`src/logic/tarp_pkg.sv`:
```
// How it works
// RULE_01 - each axis is driven only as a pulse line plus a direction line.
// RULE_02 - each axis takes a signed 32-bit relative count; sign is direction.
// RULE_03 - each axis keeps a 32-bit position, up forward and down in reverse.
// RULE_04 - the peak rate is clamped to between 100 Hz and 100 kHz.
// RULE_05 - the program names only the first output point, fixing four lines.
// RULE_06 - direction is low for positive motion and high for negative.
// RULE_07 - direction holds after the last pulse until the contact drops.
// RULE_08 - the shared start/end rate is clamped to at least 6 Hz.
// RULE_09 - the ramp time is clamped to at least 20 ms and defaults to 100 ms.
// RULE_10 - the Y axis uses the X start rate and ramp time during the move.
// RULE_11 - the program should not set a separate ramp-down time per axis.
// RULE_12 - pause controls have no effect; dropping the contact stops pulsing.
// RULE_13 - the move does not start while either pulse channel is busy.
// RULE_14 - the done flag sets when both axes finish their pulses.
// RULE_15 - axes are paced in proportion so both start and finish together.
package tarp_pkg;
    localparam int unsigned CLK_HZ = 50_000_000;
    localparam logic [31:0] FREQ_MIN_HZ = 32'h0000_0064;
    localparam logic [31:0] FREQ_MAX_HZ = 32'h0001_86A0;
    localparam logic [31:0] START_MIN_HZ = 32'h0000_0006;
    localparam logic [31:0] RAMP_MIN_MS = 32'h0000_0014;
    localparam logic [31:0] RAMP_DEF_MS = 32'h0000_0064;
    // phase accumulator: rate_hz * 2^32 / CLK_HZ, scaled by a 64-bit mult
    localparam logic [31:0] PHASE_PER_HZ = 32'h0000_0056;
    localparam logic [31:0] CYC_PER_MS = 32'h0000_C350;

    typedef struct packed {
        logic x_pulse_out;
        logic x_direction_out;
        logic y_pulse_out;
        logic y_direction_out;
    } tarp_pins_t;

    typedef enum logic [1:0] {
        ST_IDLE = 2'b00,
        ST_RUN = 2'b01,
        ST_HOLD = 2'b10
    } tarp_state_t;
endpackage : tarp_pkg

```
`src/logic/tarp_gen.sv`:
```
`timescale 1ns/10ps
module tarp_gen (
    input wire logic sys_clk_i,
    input wire logic reset_n_i,
    input wire logic clk_en_i,
    input wire logic drive_contact_i,
    input wire logic signed [31:0] x_pulse_count_i,
    input wire logic signed [31:0] y_pulse_count_i,
    input wire logic [31:0] max_freq_hz_i,
    input wire logic [31:0] start_end_frequency_setting_i,
    input wire logic [31:0] ramp_time_setting_i,
    input wire logic ramp_time_valid_i,
    input wire logic pulse_channel_a_busy_i,
    input wire logic pulse_channel_b_busy_i,
    output tarp_pkg::tarp_pins_t pins_o,
    output logic signed [31:0] x_position_o,
    output logic signed [31:0] y_position_o,
    output logic move_done_flag_o,
    output logic busy_o
);
    ////////////////////////////////////////////////////////////////////////
    // synchronisers for pin-side inputs
    logic [1:0] cont_s_q;
    logic [1:0] busa_s_q;
    logic [1:0] busb_s_q;
    always_ff @(posedge sys_clk_i or negedge reset_n_i) begin
        if (!reset_n_i) begin
            cont_s_q <= 2'h0;
            busa_s_q <= 2'h0;
            busb_s_q <= 2'h0;
        end else if (clk_en_i) begin
            cont_s_q <= {cont_s_q[0], drive_contact_i};
            busa_s_q <= {busa_s_q[0], pulse_channel_a_busy_i};
            busb_s_q <= {busb_s_q[0], pulse_channel_b_busy_i};
        end
    end
    logic contact;
    logic chan_busy;
    assign contact = cont_s_q[1];
    assign chan_busy = busa_s_q[1] | busb_s_q[1];

    ////////////////////////////////////////////////////////////////////////
    function automatic logic [31:0] clamp_lo(input logic [31:0] v,
                                             input logic [31:0] lo);
        clamp_lo = (v < lo) ? lo : v;
    endfunction : clamp_lo

    function automatic logic [31:0] mag(input logic signed [31:0] v);
        mag = v[31] ? 32'(-v) : 32'(v);
    endfunction : mag

    function automatic logic [31:0] phase_inc(input logic [31:0] hz);
        logic [63:0] p;
        p = 64'(hz) * 64'(tarp_pkg::PHASE_PER_HZ);
        phase_inc = p[31:0];
    endfunction : phase_inc

    logic [31:0] peak_hz;
    logic [31:0] start_hz;
    logic [31:0] ramp_ms;
    always_comb begin
        peak_hz = clamp_lo(max_freq_hz_i, tarp_pkg::FREQ_MIN_HZ); // RULE_04
        if (peak_hz > tarp_pkg::FREQ_MAX_HZ) begin
            peak_hz = tarp_pkg::FREQ_MAX_HZ; // RULE_04
        end
        // shared X setting also paces Y
        start_hz = clamp_lo(start_end_frequency_setting_i,
                            tarp_pkg::START_MIN_HZ); // RULE_08 RULE_10
        if (start_hz > peak_hz) begin
            start_hz = peak_hz;
        end
        ramp_ms = ramp_time_valid_i ? ramp_time_setting_i
                                    : tarp_pkg::RAMP_DEF_MS; // RULE_09
        ramp_ms = clamp_lo(ramp_ms, tarp_pkg::RAMP_MIN_MS); // RULE_09
    end

    ////////////////////////////////////////////////////////////////////////
    // move state
    tarp_pkg::tarp_state_t st_q, st_d;
    logic busy_q, busy_d;
    logic [31:0] xl_q, xl_d, yl_q, yl_d;
    logic [31:0] long_q, long_d;
    logic [31:0] done_q, done_d;
    logic [31:0] err_q, err_d;
    logic [31:0] acc_q, acc_d;
    logic [31:0] inc_q, inc_d;
    logic [31:0] step_q, step_d;
    logic [31:0] tick_q, tick_d;
    logic xdir_q, xdir_d, ydir_q, ydir_d;
    logic xp_q, xp_d, yp_q, yp_d;
    logic signed [31:0] xpos_q, xpos_d, ypos_q, ypos_d;
    logic fin_q, fin_d;

    logic [31:0] inc_lo;
    logic [31:0] inc_hi;
    logic [32:0] acc_sum;
    logic [32:0] err_sum;
    logic [63:0] ramp_cyc;
    logic [31:0] remain;
    always_comb begin
        st_d = st_q;
        xl_d = xl_q;
        yl_d = yl_q;
        long_d = long_q;
        done_d = done_q;
        err_d = err_q;
        acc_d = acc_q;
        inc_d = inc_q;
        step_d = step_q;
        tick_d = tick_q;
        xdir_d = xdir_q;
        ydir_d = ydir_q;
        xp_d = 1'b0;
        yp_d = 1'b0;
        xpos_d = xpos_q;
        ypos_d = ypos_q;
        fin_d = fin_q;
        inc_lo = phase_inc(start_hz);
        inc_hi = phase_inc(peak_hz);
        acc_sum = 33'(acc_q) + 33'(inc_q);
        err_sum = 33'(err_q) + 33'(yl_q);
        ramp_cyc = 64'(ramp_ms) * 64'(tarp_pkg::CYC_PER_MS);
        remain = long_q - done_q;
        unique case (st_q)
            tarp_pkg::ST_IDLE: begin
                fin_d = 1'b0;
                if (contact && !chan_busy) begin // RULE_13
                    xdir_d = x_pulse_count_i[31]; // RULE_06
                    ydir_d = y_pulse_count_i[31]; // RULE_06
                    xl_d = mag(x_pulse_count_i); // RULE_02
                    yl_d = mag(y_pulse_count_i);
                    // longer axis leads, ramped from the start rate up to the peak rate
                    if (mag(x_pulse_count_i) >= mag(y_pulse_count_i)) begin
                        long_d = mag(x_pulse_count_i); // RULE_15
                    end else begin
                        long_d = mag(y_pulse_count_i); // RULE_15
                    end
                    done_d = 32'h0;
                    err_d = 32'h0;
                    acc_d = 32'h0;
                    inc_d = inc_lo;
                    tick_d = 32'h0;
                    step_d = (ramp_cyc[31:0] == 32'h0) ? 32'h1 : 32'h0;
                    if (long_d == 32'h0) begin
                        fin_d = 1'b1;
                        st_d = tarp_pkg::ST_HOLD;
                    end else begin
                        st_d = tarp_pkg::ST_RUN;
                    end
                end
            end
            tarp_pkg::ST_RUN: begin
                if (!contact) begin
                    // cut move: stop at once, direction is let go as well
                    st_d = tarp_pkg::ST_IDLE; // RULE_12
                    xdir_d = 1'b0; // RULE_07
                    ydir_d = 1'b0;
                end else begin
                    // linear ramp: retune rate every 1/64 of ramp time
                    tick_d = tick_q + 32'h1;
                    if (tick_q >= ramp_cyc[37:6]) begin
                        tick_d = 32'h0;
                        step_d = (inc_hi - inc_lo) >> 6;
                        if (remain <= done_q && inc_q > inc_lo + step_d) begin
                            inc_d = inc_q - step_d;
                        end else if (remain > done_q &&
                                     inc_q + step_d < inc_hi) begin
                            inc_d = inc_q + step_d;
                        end else if (remain > done_q) begin
                            inc_d = inc_hi;
                        end
                    end
                    acc_d = acc_sum[31:0];
                    if (acc_sum[32]) begin
                        done_d = done_q + 32'h1;
                        // bresenham: each axis pulses in its own share
                        if (xl_q == long_q) begin
                            xp_d = 1'b1;
                        end else begin
                            yp_d = 1'b1;
                        end
                        err_d = err_sum[31:0];
                        if (xl_q == long_q && err_sum >= 33'(long_q)) begin
                            yp_d = 1'b1; // RULE_15
                            err_d = 32'(err_sum - 33'(long_q));
                        end else if (xl_q != long_q) begin
                            err_d = 32'(33'(err_q) + 33'(xl_q));
                            if (33'(err_q) + 33'(xl_q) >= 33'(long_q)) begin
                                xp_d = 1'b1; // RULE_15
                                err_d = 32'(33'(err_q) + 33'(xl_q)
                                            - 33'(long_q));
                            end
                        end
                        if (xp_d) begin
                            xpos_d = xdir_q ? xpos_q - 32'sh1
                                            : xpos_q + 32'sh1; // RULE_03
                        end
                        if (yp_d) begin
                            ypos_d = ydir_q ? ypos_q - 32'sh1
                                            : ypos_q + 32'sh1; // RULE_03
                        end
                        if (done_q + 32'h1 == long_q) begin
                            fin_d = 1'b1; // RULE_14
                            st_d = tarp_pkg::ST_HOLD;
                        end
                    end
                end
            end
            tarp_pkg::ST_HOLD: begin
                // direction kept until the contact drops
                if (!contact) begin
                    st_d = tarp_pkg::ST_IDLE; // RULE_07
                    xdir_d = 1'b0;
                    ydir_d = 1'b0;
                end
            end
            default: begin
                st_d = tarp_pkg::ST_IDLE;
            end
        endcase
        busy_d = (st_d == tarp_pkg::ST_RUN);
    end

    always_ff @(posedge sys_clk_i or negedge reset_n_i) begin
        if (!reset_n_i) begin
            st_q <= tarp_pkg::ST_IDLE;
            busy_q <= 1'b0;
            xl_q <= 32'h0;
            yl_q <= 32'h0;
            long_q <= 32'h0;
            done_q <= 32'h0;
            err_q <= 32'h0;
            acc_q <= 32'h0;
            inc_q <= 32'h0;
            step_q <= 32'h0;
            tick_q <= 32'h0;
            xdir_q <= 1'b0;
            ydir_q <= 1'b0;
            xp_q <= 1'b0;
            yp_q <= 1'b0;
            xpos_q <= 32'sh0;
            ypos_q <= 32'sh0;
            fin_q <= 1'b0;
        end else if (clk_en_i) begin
            st_q <= st_d;
            busy_q <= busy_d;
            xl_q <= xl_d;
            yl_q <= yl_d;
            long_q <= long_d;
            done_q <= done_d;
            err_q <= err_d;
            acc_q <= acc_d;
            inc_q <= inc_d;
            step_q <= step_d;
            tick_q <= tick_d;
            xdir_q <= xdir_d;
            ydir_q <= ydir_d;
            xp_q <= xp_d;
            yp_q <= yp_d;
            xpos_q <= xpos_d;
            ypos_q <= ypos_d;
            fin_q <= fin_d;
        end
    end

    ////////////////////////////////////////////////////////////////////////
    // pulse and direction only, one pin group
    always_comb begin
        pins_o.x_pulse_out = xp_q; // RULE_01
        pins_o.x_direction_out = xdir_q;
        pins_o.y_pulse_out = yp_q;
        pins_o.y_direction_out = ydir_q;
    end
    assign x_position_o = xpos_q;
    assign y_position_o = ypos_q;
    assign move_done_flag_o = fin_q;
    assign busy_o = busy_q;
endmodule : tarp_gen

```
`config.mk`:
```
export PLATFORM = sky130hd
export DESIGN_NAME = tarp_gen
export DESIGN_NICKNAME = d
export VERILOG_FILES = /design/src/logic/tarp_pkg.sv /design/src/logic/tarp_gen.sv
export SDC_FILE = /design/constraint.sdc
export NUM_CORES = 2
export LEC_CHECK = 0
export BUFFER_PORTS_ARGS = -buffer_cell sky130_fd_sc_hd__clkbuf_2
export CORE_MARGIN = 1
export CORE_UTILIZATION = 55
export CTS_CLUSTER_DIAMETER = 80
export DETAILED_ROUTE_END_ITERATION = 10
export HOLD_SLACK_MARGIN = 0.15
export PLACE_DENSITY = 0.73
export SYNTH_ARGS = -nofsm -noshare
export SYNTH_HDL_FRONTEND = slang
export SYNTH_SLANG_ARGS = --single-unit
```
`constraint.sdc`:
```
create_clock -name sys_clk_i -period 21.5 [get_ports sys_clk_i]
set_input_delay 2.15 -clock sys_clk_i [delete_from_list [all_inputs] [get_ports sys_clk_i]]
set_output_delay 2.15 -clock sys_clk_i [all_outputs]
set_load 0.02 [all_outputs]
```
==> results.yml <==
sta:
  drv_slew: 0
  fin_skew_ns: 0.03231
  rsz0062_at_grt: "false"
  setup_viol: 0
  slew_headroom_pct: 19.43
  tns_ns: 0
  timing.final.crit_share_pct: 87.33
  fmax_mhz: 53.26
  period_needed_ns: 18.78
  finalHoldViolCount: 0
  worstMarginPinSlew_ns: 1.206
job:
  maxCapViolCount: 0
drt:
  ant_nets: 0
  dr.pass1.iters: 6
  dr_total_vias: 46350
  drc: 0
  drtIter0Drc: 3889
  wl_um: 146100
  wl_per_cell_um: 18.79
  vias_per_cell: 5.962
worst_setup_path:
  slowest_delay_ns: 0.87
  startpoint_type: "input pin"
  required_ns: 21.93
  crit_arrival_ns: 19.20
  endpoint_kind: "register"
  path_class: "in2reg"
  cp_max_fo: 51
  r2r_cells: 28
  worst_path_max_delay_cell: "o21ai_4"
die:
  die-height_um: 308.2
  core_region_area_um2: 92220
  rows: 111
  start_util_pct: 55.90
  die_x_um: 308.2
  pin_count: 237
  dieArea_um2: 94960
placed_design:
  io_buffer_count: 236
  place_congestion: 0.9740
  hpwl_um: 118300
  dp.cells: 7692
yosys:
  netlist.area_leader.share_pct: 20.29
  synthesis.instances: 6307
  yosys_warnings: 0
  synth_common_cells: "ha_1, inv_1, o21ai_0"
  ys_seq_elements: 334
  yosysTopAreaCell: "ha_1"
  synth_most_common_cell: "ha_1"
  synthArstFlopShare_pct: 100.0
  synth_ff_type: "dfrtp_1"
  synth.distinct_cells: 110
  yosys-top-cells-area: "ha_1, dfrtp_1, fa_1"
  seq_area_frac_synth_pct: 16.21
  syn-cell-area_um2: 51550
  synth.avg_cell_area_um2: 8.174
  synth_edf_count: 0
grt:
  grt_max_degree: 118
  use_met1_pct: 43.90
  grt_pass1_vias: 44210
  grt_first_pass_wirelength_um: 235400
  gr-total-overflow: 0
  grt.busiest_layer: "met2"
  track_usage_pct: 30.56
  antenna_found_initial: 3
  met3_usage_pct: 4.831
  use_met2_pct: 47.53
outcome:
  run_status: "finished, final reports clean"
clock_network:
  cts.sinks: 334
  cts_tree: "built"
  insertion_delay_ns: 0.60
  cts.repair.resized: 0
  cts_buffer_depth: 3
  htreeDepth: 2
  cts.hold.buffers_added: 0
  path_clk_slew_ns: 0.06
  numCtsBuffers: 44
  cts_root_buffer: "clkbuf_16"
  cts_setup_buffers: 0
finish:
  layout.cells.non_filler: 7775
  drive_above_1_share_pct: 7.628
  area_delta_synth_final_pct: 8.233
  nets: 7708
  n_fill_cell: 8331
worst_hold_path:
  hold_depth: 1
  hold_class: "reg2reg"
cells in the final DEF (no fill, tap or decap), drive strengths merged, types with 91 or more instances in the layout:
master	netlist	layout
a21o	145	145
a21oi	370	370
and3	91	91
clkbuf	170	292
dfrtp	334	334
fa	210	210
ha	836	836
inv	760	761
nand2	457	457
nand3	129	129
nor2	364	364
nor3	126	126
o21ai	494	494
xnor2	371	371
xor2	162	162
area by class of cell:
cell class	count	area, um^2	area share, %
tap	1243	1555	2.787
timing repair buffer	282	1536	2.754
multi-input combinational	5072	39910	71.53
sequential	334	8358	14.98
clock inverter	23	296.5	0.5315
inverter	761	2856	5.120
clock buffer	57	1272	2.281
antenna	3	7.507	0.01345
per-layer routing:
metal  share of wire (%)  vias up  wire length [um]
met4                 2.5        2              3688
met2                  43     1581             63120
met3                 8.1      223             11890
met1                  46    22020             67420
met5              0.0089        -                13
li1                    -    22530                 -
final timing paths:
path                                        from          endpoint  slack [ns]
worst max-delay path            max_freq_hz_i[7]         inc_q[12]        2.72
worst min-delay path            y_position_o[31]  y_position_o[31]        0.48
worst max register to register           xl_q[0]         err_q[18]       12.35
worst min register to register  y_position_o[31]  y_position_o[31]        0.48
max in group asynchronous              reset_n_i        tick_q[29]       17.83
min in group asynchronous              reset_n_i  x_position_o[28]        1.56
stage by stage:
| stage | worst slack [ns] | utilization (%) | instance area [um^2] | hold WS (ns) |
|---|---|---|---|---|
| after floorplan | 5.083 | - | 51760 | 0.4492 |
| after global placement | 2.850 | 58.79 | 54220 | 0.4616 |
| after detailed placement | 2.387 | 58.79 | 54220 | 0.4655 |
| after CTS | 2.926 | 60.50 | 55790 | 0.4777 |
| after global routing | 1.429 | 60.50 | 55790 | 0.5008 |
| final | 2.724 | 60.50 | 55800 | 0.4756 |
registers in the layout, indices dropped and copies added, names as in the netlist, 32 cells and up:
| signal | flops |
|---|---|
| acc_q | 32 |
| done_q | 32 |
| err_q | 32 |
| inc_q | 32 |
| long_q | 32 |
| tick_q | 32 |
| x_position_o | 32 |
| xl_q | 32 |
| y_position_o | 32 |
| yl_q | 32 |
cells by family after synthesis:
logic type      after synthesis  share of synthesized area (%)
compound gates             1640                          20.65
xor+xnor                    535                          9.194
fa+ha+maj                  1058                          28.69
buf+inv                     957                          7.004
flops                       334                          16.21
mux                         112                          2.274
other cells                   2                        0.01457
simple gates               1669                          15.96
critical path: cells and delay by family:
kind	cells	cell delay [ns]
adder cells (fa/ha/maj)	12	4.18
AO/OA/AOI/OAI	26	6.86
AND/OR/NAND/NOR	18	3.99
multiplexers	1	0.15
buffers and inverters	7	1.01
XOR/XNOR	3	0.79
Power is left out: the tool's default activity adds up to more than one toggle a clock period on the data nets, which glitch-free logic cannot reach.
